[src/trxd_defines.svh]
// Purpose: constants shared by both ends of the receive debug port set
// Assumes: one 10 MHz user clock, counts in cycles of it
// Notes: config port clock taken as the user clock here
`ifndef TRXD_DEFINES_SVH
`define TRXD_DEFINES_SVH
`define TRXD_CFG_TIMEOUT_CYC 500
`define TRXD_CNT_W 9
`define TRXD_PMA_DONE_CYC 16
`define TRXD_PRBS_SEL_W 3
`define TRXD_CFG_RST_BIT 2
`define TRXD_RSVD_W 16
`define TRXD_BOOST_W 4
`define TRXD_BOOST_CFG_RST 4'h8
`define TRXD_PULSE_CYC 2
`define TRXD_ERR_W 8
`endif

[src/trxd_pkg.sv]
// Purpose: types shared by both ends
// Assumes: nothing
// Notes: defines header carries the numbers
`include "trxd_defines.svh"
package trxd_pkg;
   typedef enum logic [1:0] {trxd_idle, trxd_high, trxd_low} trxd_pulse_st_t;
   typedef logic [`TRXD_PRBS_SEL_W-1:0] trxd_prbs_sel_t;
endpackage

[src/trxd_if.sv]
// Purpose: wires between the transceiver debug end and user logic end
// Assumes: all signals sampled on mclk_in
// Notes: no clocking block
`timescale 1ns/10ps
`include "trxd_defines.svh"
interface trxd_if;
   logic hf_boost_override_select;
   logic [`TRXD_BOOST_W-1:0] hf_boost_hold;
   logic lpm_eq_reset;
   logic prbs_err;
   trxd_pkg::trxd_prbs_sel_t prbs_sel;
   logic rx_pcs_reset;
   logic rx_pma_reset;
   logic rx_pma_reset_done;
   logic rx_full_reset;
   logic rx_buf_reset;
   logic [`TRXD_RSVD_W-1:0] pcs_reserved;
   logic config_port_ready;
   modport dev (input hf_boost_override_select, hf_boost_hold, lpm_eq_reset, prbs_sel,
      rx_pcs_reset, rx_pma_reset, rx_full_reset, rx_buf_reset, pcs_reserved,
      output prbs_err, rx_pma_reset_done, config_port_ready);
   modport user (output hf_boost_override_select, hf_boost_hold, lpm_eq_reset, prbs_sel,
      rx_pcs_reset, rx_pma_reset, rx_full_reset, rx_buf_reset, pcs_reserved,
      input prbs_err, rx_pma_reset_done, config_port_ready);
endinterface

[src/trxd_dev.sv]
// Purpose: receive debug port set of the transceiver wrapper
// Assumes: ports always present; debug option clear holds their state at zero
// Notes: async inputs taken as synchronous per house setting
//
// How it works
// override high: static boost config; low: hold
// low-power reset clears equaliser state
// prbs error flag live, never latched
// pattern select chooses checked prbs pattern
// user pulses pcs reset high then low
// user pulses pma reset high then low
// pma done low during full or pma reset
// buffer reset pulse clears only elastic buffer
// user resets config port after 500-cycle timeout
// debug option clear holds all port state at zero
// user holds reset pulses a full cycle
`timescale 1ns/10ps
`include "trxd_defines.svh"
module trxd_dev #(
   parameter bit DEBUG_PORTS_EN = 1'b1
) (
   input wire logic mclk_in,
   input wire logic rst_n_in,
   input wire logic ce_in,
   trxd_if.dev link,
   input wire logic rx_bit_in,
   input wire logic cfg_req_in,
   output logic [`TRXD_BOOST_W-1:0] hf_boost_out,
   output logic [`TRXD_BOOST_W-1:0] eq_state_out,
   output logic pcs_reset_out,
   output logic buf_reset_out,
   output logic [`TRXD_ERR_W-1:0] buf_level_out
);
   typedef struct packed {
      logic [`TRXD_BOOST_W-1:0] boost;
      logic [`TRXD_BOOST_W-1:0] eq;
      logic [6:0] lfsr;
      trxd_pkg::trxd_prbs_sel_t sel;
      logic err;
      logic pcs_d;
      logic pcs_rst;
      logic pma_d;
      logic pma_busy;
      logic [`TRXD_CNT_W-1:0] pma_cnt;
      logic pma_done;
      logic buf_d;
      logic buf_rst;
      logic [`TRXD_ERR_W-1:0] buf_lvl;
      logic cfg_rdy;
   } trxd_dev_st_t;
   trxd_dev_st_t st;
   trxd_dev_st_t next_st;
   logic fb;

   always_comb begin
      next_st = st;
      fb = 1'b0;

      next_st.boost = link.hf_boost_override_select ? `TRXD_BOOST_CFG_RST : link.hf_boost_hold;
      if (link.lpm_eq_reset) begin
         next_st.eq = '0;
      end else begin
         next_st.eq = st.eq + ((st.boost > st.eq) ? 1'b1 : 1'b0);
      end
      // select change swaps the checker taps; the shift history is kept
      next_st.sel = link.prbs_sel;
      unique case (st.sel[1:0])
         2'h0: fb = st.lfsr[6] ^ st.lfsr[5];
         2'h1: fb = st.lfsr[6] ^ st.lfsr[4];
         2'h2: fb = st.lfsr[6] ^ st.lfsr[2];
         2'h3: fb = st.lfsr[6] ^ st.lfsr[0];
      endcase
      next_st.lfsr = {st.lfsr[5:0], rx_bit_in};
      // live compare each cycle, nothing holds it
      next_st.err = (st.sel != '0) && (rx_bit_in != fb);
      next_st.pcs_d = link.rx_pcs_reset;
      next_st.pcs_rst = st.pcs_d & ~link.rx_pcs_reset;
      next_st.pma_d = link.rx_pma_reset;
      if (link.rx_full_reset || link.rx_pma_reset) begin
         next_st.pma_done = 1'b0;
         next_st.pma_busy = link.rx_full_reset;
         next_st.pma_cnt = '0;
      end else if (st.pma_d || st.pma_busy) begin
         next_st.pma_busy = 1'b1;
         if (st.pma_cnt == `TRXD_CNT_W'(`TRXD_PMA_DONE_CYC - 1)) begin
            next_st.pma_busy = 1'b0;
            next_st.pma_done = 1'b1;
         end else begin
            next_st.pma_cnt = st.pma_cnt + 1'b1;
         end
      end
      next_st.buf_d = link.rx_buf_reset;
      next_st.buf_rst = st.buf_d & ~link.rx_buf_reset;
      // only the elastic buffer level clears; pcs and pma untouched
      if (next_st.buf_rst) begin
         next_st.buf_lvl = '0;
      end else begin
         next_st.buf_lvl = st.buf_lvl + 1'b1;
      end
      // config port stalls while its reset bit is high
      next_st.cfg_rdy = cfg_req_in & ~link.pcs_reserved[`TRXD_CFG_RST_BIT];
      if (!DEBUG_PORTS_EN) begin
         next_st = '0;
      end
   end

   always_ff @(posedge mclk_in or negedge rst_n_in) begin
      if (!rst_n_in) begin
         st <= '0;
      end else if (ce_in) begin
         st <= next_st;
      end
   end

   assign link.prbs_err = st.err;
   assign link.rx_pma_reset_done = st.pma_done;
   assign link.config_port_ready = st.cfg_rdy;
   assign hf_boost_out = st.boost;
   assign eq_state_out = st.eq;
   assign pcs_reset_out = st.pcs_rst;
   assign buf_reset_out = st.buf_rst;
   assign buf_level_out = st.buf_lvl;
endmodule

[src/flat_wrapper.sv]
// flat-port wrapper written by rule: the top's interface ports become plain ports
module trxd_dev_flat 
#(
   parameter bit DEBUG_PORTS_EN = 1'b1
)
  (mclk_in, rst_n_in, ce_in, rx_bit_in, cfg_req_in, hf_boost_out, eq_state_out, pcs_reset_out, buf_reset_out, buf_level_out, link_hf_boost_override_select, link_hf_boost_hold, link_lpm_eq_reset, link_prbs_sel, link_rx_pcs_reset, link_rx_pma_reset, link_rx_full_reset, link_rx_buf_reset, link_pcs_reserved, link_prbs_err, link_rx_pma_reset_done, link_config_port_ready);
  trxd_if link_i ();
  input wire logic mclk_in;
  input wire logic rst_n_in;
  input wire logic ce_in;
  input wire logic rx_bit_in;
  input wire logic cfg_req_in;
  output logic [`TRXD_BOOST_W-1:0] hf_boost_out;
  output logic [`TRXD_BOOST_W-1:0] eq_state_out;
  output logic pcs_reset_out;
  output logic buf_reset_out;
  output logic [`TRXD_ERR_W-1:0] buf_level_out;
  input wire logic [$bits(link_i.hf_boost_override_select)-1:0] link_hf_boost_override_select;
  input wire logic [$bits(link_i.hf_boost_hold)-1:0] link_hf_boost_hold;
  input wire logic [$bits(link_i.lpm_eq_reset)-1:0] link_lpm_eq_reset;
  input wire logic [$bits(link_i.prbs_sel)-1:0] link_prbs_sel;
  input wire logic [$bits(link_i.rx_pcs_reset)-1:0] link_rx_pcs_reset;
  input wire logic [$bits(link_i.rx_pma_reset)-1:0] link_rx_pma_reset;
  input wire logic [$bits(link_i.rx_full_reset)-1:0] link_rx_full_reset;
  input wire logic [$bits(link_i.rx_buf_reset)-1:0] link_rx_buf_reset;
  input wire logic [$bits(link_i.pcs_reserved)-1:0] link_pcs_reserved;
  output wire logic [$bits(link_i.prbs_err)-1:0] link_prbs_err;
  output wire logic [$bits(link_i.rx_pma_reset_done)-1:0] link_rx_pma_reset_done;
  output wire logic [$bits(link_i.config_port_ready)-1:0] link_config_port_ready;
  assign link_i.hf_boost_override_select = link_hf_boost_override_select;
  assign link_i.hf_boost_hold = link_hf_boost_hold;
  assign link_i.lpm_eq_reset = link_lpm_eq_reset;
  assign link_i.prbs_sel = link_prbs_sel;
  assign link_i.rx_pcs_reset = link_rx_pcs_reset;
  assign link_i.rx_pma_reset = link_rx_pma_reset;
  assign link_i.rx_full_reset = link_rx_full_reset;
  assign link_i.rx_buf_reset = link_rx_buf_reset;
  assign link_i.pcs_reserved = link_pcs_reserved;
  assign link_prbs_err = link_i.prbs_err;
  assign link_rx_pma_reset_done = link_i.rx_pma_reset_done;
  assign link_config_port_ready = link_i.config_port_ready;
  trxd_dev #(.DEBUG_PORTS_EN(DEBUG_PORTS_EN)) u_core (.mclk_in(mclk_in), .rst_n_in(rst_n_in), .ce_in(ce_in), .link(link_i), .rx_bit_in(rx_bit_in), .cfg_req_in(cfg_req_in), .hf_boost_out(hf_boost_out), .eq_state_out(eq_state_out), .pcs_reset_out(pcs_reset_out), .buf_reset_out(buf_reset_out), .buf_level_out(buf_level_out));
endmodule
[config.mk]
export PLATFORM = sky130hd
export DESIGN_NAME = trxd_dev_flat
export DESIGN_NICKNAME = d
export VERILOG_FILES = /design/src/trxd_pkg.sv /design/src/trxd_if.sv /design/src/trxd_dev.sv /design/src/flat_wrapper.sv
export VERILOG_INCLUDE_DIRS = /design/src
export SDC_FILE = /design/constraint.sdc
export NUM_CORES = 1
export LEC_CHECK = 0
export ABC_CLOCK_PERIOD_IN_PS = 2200
export BUFFER_PORTS_ARGS = -buffer_cell sky130_fd_sc_hd__buf_2
export CORE_MARGIN = 2
export CORE_UTILIZATION = 35
export DETAILED_ROUTE_END_ITERATION = 6
export SLEW_MARGIN = 20
export SYNTH_ARGS = -nofsm -noshare
export SYNTH_HDL_FRONTEND = slang
export SYNTH_SLANG_ARGS = --single-unit
[constraint.sdc]
create_clock -name mclk_in -period 2.2 [get_ports mclk_in]
set_input_delay 0.33 -clock mclk_in [delete_from_list [all_inputs] [get_ports mclk_in]]
set_output_delay 0.33 -clock mclk_in [all_outputs]
set_load 0.1 [all_outputs]
==> After elaboration in Yosys (flattened, before gate mapping) <==
Index checks and enable logic that the tools add are counted.
{ "word_totals": {"reg_bits": 44} }
{ "op_classes": {"addsub": 3, "order_cmp": 1, "eq_ne": 6, "mux": 10, "bitwise": 10, "reduce_logical": 10} }
{ "op_table": {"columns": ["operator", "count"], "rows": [
  ["2-to-1 mux 11 bit", 2],
  ["adder 9 x 1 -> 9 bit (second input constant)", 1],
  ["== test 9 x 4 -> 1 bit (second input constant)", 1],
  ["2-to-1 mux 9 bit", 1],
  ["adder 8 x 1 -> 8 bit (second input constant)", 1],
  ["2-to-1 mux 4 bit", 2],
  ["2-to-1 mux 8 bit", 1],
  ["AND reduction 3 bit", 2],
  ["adder 4 bit", 1],
  ["== test 2 bit (second input constant)", 2],
  ["> comparator 4 bit", 1],
  ["one-hot mux 1 bit (4 select lines)", 1],
  ["nonzero test 2 bit", 2],
  ["XOR 1 bit", 4],
  ["AND 1 bit", 3],
  ["2-to-1 mux 1 bit", 3],
  ["NOT 1 bit", 3],
  ["nonzero test 3 bit", 1],
  ["== test 2 x 1 -> 1 bit (second input constant)", 1],
  ["zero test 2 bit", 1],
  ["logical OR 1 bit", 2],
  ["!= test 2 x 1 -> 1 bit (second input constant)", 1],
  ["AND reduction 2 bit", 1],
  ["logical AND 1 bit", 1],
  ["!= test 1 bit", 1]
]} }

==> Logic depth before layout (Yosys ltp) <==
{ "logic_depth": {"depth_word": 4, "depth_mapped": 11} }

==> Worst setup path before layout <==
Ideal clock, no wire load.
{ "synth_timing": {"path_kind": "reg-to-reg", "from": "register u_core.st (netlist bit u_core.eq_state_out[1])", "to": "register u_core.st (netlist bit u_core.eq_state_out[2])", "arrival_time_ps": 1905, "slack_ps": 174, "path_stages_with_launch": 11, "synth_period_minus_slack_ps": 2026, "cell_sequence": "dfrtp_1 -> inv_1 -> ha_1 -> nor2b_1 -> o21a_1 -> o21a_1 -> o21a_1 -> ha_1 -> ha_1 -> nor2b_1 -> a22o_1"} }
{ "synth_between": {"elab_chain_cells": 4} }
{ "synth_rtl": {"columns": ["item", "line_no", "text"], "rows": [
  ["start: declaration", "trxd_dev.sv:51", "trxd_dev_st_t st;"],
  ["start signal: assignment", "trxd_dev.sv:111", "st <= next_st;"],
  ["> comparator 4 bit", "trxd_dev.sv:63", "next_st.eq = st.eq + ((st.boost > st.eq) ? 1'b1 : 1'b0);"],
  ["2-to-1 mux 1 bit", "trxd_dev.sv:63", null],
  ["adder 4 bit (*)", "trxd_dev.sv:63", null],
  ["2-to-1 mux 4 bit (*)", "trxd_dev.sv:60", "if (link.lpm_eq_reset) begin"]
]} }
Every way passes the cells marked *; elsewhere a longest branch is shown, timed or not.
A chain may end at the register's enable or synchronous reset.

==> Worst setup path in the final report <==
Same ends and word-level chain as after synthesis.

==> impl_metrics.xml <==
<?xml version="1.0" encoding="UTF-8"?>
<metrics>
  <group name="outcome">
    <metric name="outcome" unit="">finished clean</metric>
  </group>
  <group name="logic_synthesis">
    <metric name="synth_cell_type_count" unit="">37</metric>
    <metric name="postSynth.topFlopCell" unit="">sky130_fd_sc_hd__dfrtp_1</metric>
    <metric name="synth.ff_latch_count" unit="">44</metric>
    <metric name="synth_top_family_by_area" unit="">simple AND/OR/NAND/NOR gates</metric>
    <metric name="synth-adder-area-share" unit="%">4.42</metric>
    <metric name="synth_enable_flop_cells" unit="">0</metric>
    <metric name="syn_nets" unit="">255</metric>
    <metric name="netlist.area_leader.share" unit="%">48.6</metric>
    <metric name="synth_commonest_cells" unit="">44 x sky130_fd_sc_hd__dfrtp_1, 16 x sky130_fd_sc_hd__buf_4, 15 x sky130_fd_sc_hd__mux2_2, 15 x sky130_fd_sc_hd__o21ai_0, 14 x sky130_fd_sc_hd__inv_1</metric>
    <metric name="netlist_instances" unit="">213</metric>
    <metric name="post_synth_main_area_contributors" unit="">sky130_fd_sc_hd__dfrtp_1 49%, sky130_fd_sc_hd__mux2_2 7.5%, sky130_fd_sc_hd__buf_4 5.3%</metric>
    <metric name="synthMostInstantiatedCell" unit="">sky130_fd_sc_hd__dfrtp_1</metric>
    <metric name="synth_seq_area_share" unit="%">48.6</metric>
    <metric name="multiplexer_share_of_the_synthesized_area" unit="%">8.46</metric>
    <metric name="netlist.top_cell.by_area" unit="">sky130_fd_sc_hd__dfrtp_1</metric>
    <metric name="number_of_warnings_printed_during_yosys_synthesis" unit="">0</metric>
    <metric name="postSynthAreaPerCell" unit="um^2">10.6</metric>
    <metric name="xor_xnor_share_of_the_synthesized_area" unit="%">3.48</metric>
    <metric name="compound_cell_area_share_of_the_yosys_netlist" unit="%">10.8</metric>
    <metric name="synthArstFlopShare" unit="%">100</metric>
    <metric name="synth_simple_gate_area_share" unit="%">15.3</metric>
    <metric name="syn_area" unit="mm^2">0.00226</metric>
  </group>
  <group name="setup_path">
    <metric name="critical_path.startpoint_type" unit="">register</metric>
    <metric name="worstPathRequired" unit="ns">2.39</metric>
    <metric name="cp_num_buf_inv" unit="">1</metric>
    <metric name="cpMaxStageDelayCell" unit="">sky130_fd_sc_hd__dfrtp_1</metric>
    <metric name="cp_arrival" unit="ns">2.28</metric>
    <metric name="end_kind" unit="">register</metric>
    <metric name="critPathTopFamily" unit="">compound AO/OA/AOI/OAI gates</metric>
    <metric name="timing.critical_path.slowest_cell_delay" unit="ns">0.36</metric>
    <metric name="path_cells" unit="">inv_1 -&gt; ha_1 -&gt; nor2b_1 -&gt; o21a_1 -&gt; o21a_1 -&gt; o21a_1 -&gt; ha_2 -&gt; ha_1 -&gt; nor2b_1 -&gt; a22o_1</metric>
    <metric name="r2r_slack" unit="ns">0.11</metric>
    <metric name="type_of_the_setup_path_with_the_least_slack" unit="">register to register</metric>
    <metric name="cp_max_fo" unit="">2</metric>
    <metric name="crit_path_frequent_cell" unit="">sky130_fd_sc_hd__o21a_1</metric>
  </group>
  <group name="finish">
    <metric name="antenna-diode-count" unit="">0</metric>
    <metric name="layout-drive-gt1-share" unit="%">30.7</metric>
    <metric name="flow.area_growth_from_synthesis" unit="%">13.5</metric>
    <metric name="final_core_utilization" unit="%">40.7</metric>
    <metric name="final_nets" unit="">285</metric>
  </group>
  <group name="global_route">
    <metric name="grt_max_degree" unit="">45</metric>
    <metric name="grt-ovfl-total" unit="">0</metric>
    <metric name="grt_overall_usage" unit="%">12.6</metric>
    <metric name="wire_length_of_the_first_global_routing_pass" unit="um">7300</metric>
    <metric name="grt_pass1_vias" unit="">1620</metric>
    <metric name="antenna_violations_before_repair" unit="">0</metric>
  </group>
  <group name="die">
    <metric name="dieWidth" unit="um">84.4</metric>
    <metric name="starting_density_of_the_core" unit="%">35.9</metric>
    <metric name="core-area" unit="mm^2">0.00631</metric>
    <metric name="std_cell_rows" unit="">29</metric>
    <metric name="ios" unit="">55</metric>
    <metric name="die-height" unit="um">84.4</metric>
    <metric name="dieArea" unit="mm^2">0.00713</metric>
  </group>
  <group name="sta">
    <metric name="final_max_slew_viol_count" unit="">0</metric>
    <metric name="finalCritPeriodShare" unit="%">94.8</metric>
    <metric name="hold_violations" unit="">0</metric>
    <metric name="timing.final.setup_violations" unit="">0</metric>
    <metric name="rsz0062_at_grt" unit="">false</metric>
    <metric name="fin_worst_skew" unit="ns">0.00992</metric>
    <metric name="max_slew.worst_pin.slew" unit="ns">0.531</metric>
    <metric name="final.min_clock_period" unit="ns">2.09</metric>
    <metric name="finalHoldWorstSlack" unit="ns">0.198</metric>
    <metric name="clock.fmax" unit="GHz">0.479</metric>
    <metric name="setup-tns-final" unit="ns">0</metric>
    <metric name="max_slew_margin" unit="%">64.5</metric>
    <metric name="setup_slack" unit="ns">0.114</metric>
  </group>
  <group name="route">
    <metric name="first_iter_violations" unit="">34</metric>
    <metric name="routed_wire_length_per_instance" unit="um">12.8</metric>
    <metric name="drt_pre_antenna_iters" unit="">6</metric>
    <metric name="vias" unit="">1569</metric>
    <metric name="viasPerCell" unit="">4.89</metric>
    <metric name="drt-total-wl" unit="um">4100</metric>
    <metric name="post-route-drc-count" unit="">0</metric>
    <metric name="remaining_number_of_nets_flagged_by_the_antenna_check_after_routing" unit="">0</metric>
  </group>
  <group name="pwr">
    <metric name="powerDensity" unit="mW/mm^2">882</metric>
    <metric name="report.power.total" unit="mW">2.27</metric>
    <metric name="vdd_ir_drop_max" unit="mV">0.328</metric>
    <metric name="leakage_dissipation" unit="nW">1.18</metric>
  </group>
  <group name="clock_network">
    <metric name="cts_htree_levels" unit="">2</metric>
    <metric name="cts.sink_count" unit="">44</metric>
    <metric name="cts_inserted_buffers" unit="">5</metric>
    <metric name="cts_tree" unit="">built</metric>
    <metric name="cts.reportedPaths.clkPinSlew" unit="ns">0.09</metric>
    <metric name="cts_max_path_buffers" unit="">2</metric>
    <metric name="clkLatencyLatePin" unit="ns">0.30</metric>
    <metric name="clock-root-buffer" unit="">sky130_fd_sc_hd__clkbuf_8</metric>
  </group>
  <group name="placement">
    <metric name="detailedPlacementHpwl" unit="um">2880</metric>
    <metric name="finalWeightedCongestion" unit="">0.750</metric>
    <metric name="dp_worst_setup_slack" unit="ns">0.0862</metric>
    <metric name="placement.io_buffers" unit="">39</metric>
  </group>
  <group name="min_path">
    <metric name="hold_path_class" unit="">input pin to register</metric>
  </group>
  <group name="job">
    <metric name="cap_violations" unit="">0</metric>
  </group>
</metrics>
[layout make-up]
class | instances | area (um^2)
Inverter | 14 | 52.6
Tap cell | 77 | 96.3
Multi-Input combinational cell | 132 | 965
Clock inverter | 2 | 10.0
Fill cell | 637 | 3740
Timing Repair Buffer | 46 | 263
Clock buffer | 6 | 82.6
Sequential cell | 44 | 1100
[cell families after synthesis]
| group | after synthesis |
|---|---|
| flops | 44 |
| mux | 16 |
| xor+xnor | 9 |
| simple gates | 60 |
| compound gates | 39 |
| fa+ha+maj | 8 |
| buf+inv | 37 |
[flip-flops by register name (all words and copies together) (netlist names)]
signal / cells
u_core.buf_level_out: 8
u_core.buf_reset_out: 1
u_core.eq_state_out: 4
u_core.hf_boost_out: 4
u_core.link.config_port_ready: 1
u_core.link.prbs_err: 1
u_core.link.rx_pma_reset_done: 1
u_core.next_st: 6
u_core.pcs_reset_out: 1
u_core.st: 17
[worst register-to-register path: stages, from the launching register on]
cell and delay, ns:
sky130_fd_sc_hd__dfrtp_1 0.36, sky130_fd_sc_hd__inv_1 0.06, sky130_fd_sc_hd__ha_1 0.30, sky130_fd_sc_hd__nor2b_1 0.13, sky130_fd_sc_hd__o21a_1 0.16, sky130_fd_sc_hd__o21a_1 0.16, sky130_fd_sc_hd__o21a_1 0.17, sky130_fd_sc_hd__ha_2 0.17
sky130_fd_sc_hd__ha_1 0.18, sky130_fd_sc_hd__nor2b_1 0.13, sky130_fd_sc_hd__a22o_1 0.17
[placed cells by master (no fill, tap or decap), types with 6 or more instances in the layout]
cell type                  synthesis  layout
sky130_fd_sc_hd__inv_1            14      14
sky130_fd_sc_hd__clkbuf_8          0       6
sky130_fd_sc_hd__nor2_1           13      13
sky130_fd_sc_hd__buf_2             1      39
sky130_fd_sc_hd__nor2b_1           6       6
sky130_fd_sc_hd__dfrtp_1          44      44
sky130_fd_sc_hd__ha_1              8       7
sky130_fd_sc_hd__a21oi_1           9       9
sky130_fd_sc_hd__xnor2_1           6       6
sky130_fd_sc_hd__o21ai_0          15      15
sky130_fd_sc_hd__nand2_1          11      11
sky130_fd_sc_hd__mux2_2           15      15
[per-stage QoR]
step,cell area (um^2),std cells
floorplan,2260,213
global placement,2460,311
detailed placement,2460,311
CTS,2560,320
global route,2570,321
finish,2570,321
[power breakdown]
part           internal (mW)  switching (mW)  leakage (nW)  total [mW]
registers              0.908          0.0839         0.564       0.992
clock network          0.251           0.271        0.0510       0.522
logic                  0.199           0.554         0.566       0.753
[worst paths after layout]
kind	startpoint	to	depth (start not counted)
worst max-delay path	u_core.eq_state_out[1]$_DFFE_PN0P_	u_core.eq_state_out[2]$_DFFE_PN0P_	10
worst min-delay path	link_pcs_reserved[2]	u_core.link.config_port_ready$_DFFE_PN0P_	2
worst max register to register	u_core.eq_state_out[1]$_DFFE_PN0P_	u_core.eq_state_out[2]$_DFFE_PN0P_	10
worst min register to register	u_core.next_st[33]$_DFFE_PN0P_	u_core.next_st[34]$_DFFE_PN0P_	1
max in group asynchronous	rst_n_in	u_core.st[26]$_DFFE_PN0P_	3
min in group asynchronous	rst_n_in	u_core.st[21]$_DFFE_PN0P_	3
[per-layer routing]
metal	track usage [%]	vias up	routed length, um
met5	0	-	0
met4	4.04	0	34
met3	3.64	4	149
met2	20.8	25	1900
met1	15.9	754	2010
li1	-	786	-
[timing repair]
item / CTS / global route
endpoints found under the setup margin: 0 / 3
buffers inserted: 0 / 1
hold buffers: 1 / 0
endpoints found under the hold margin: 11 / 0
resized for setup: 0 / 1
Power figures use the tool's default switching activity.
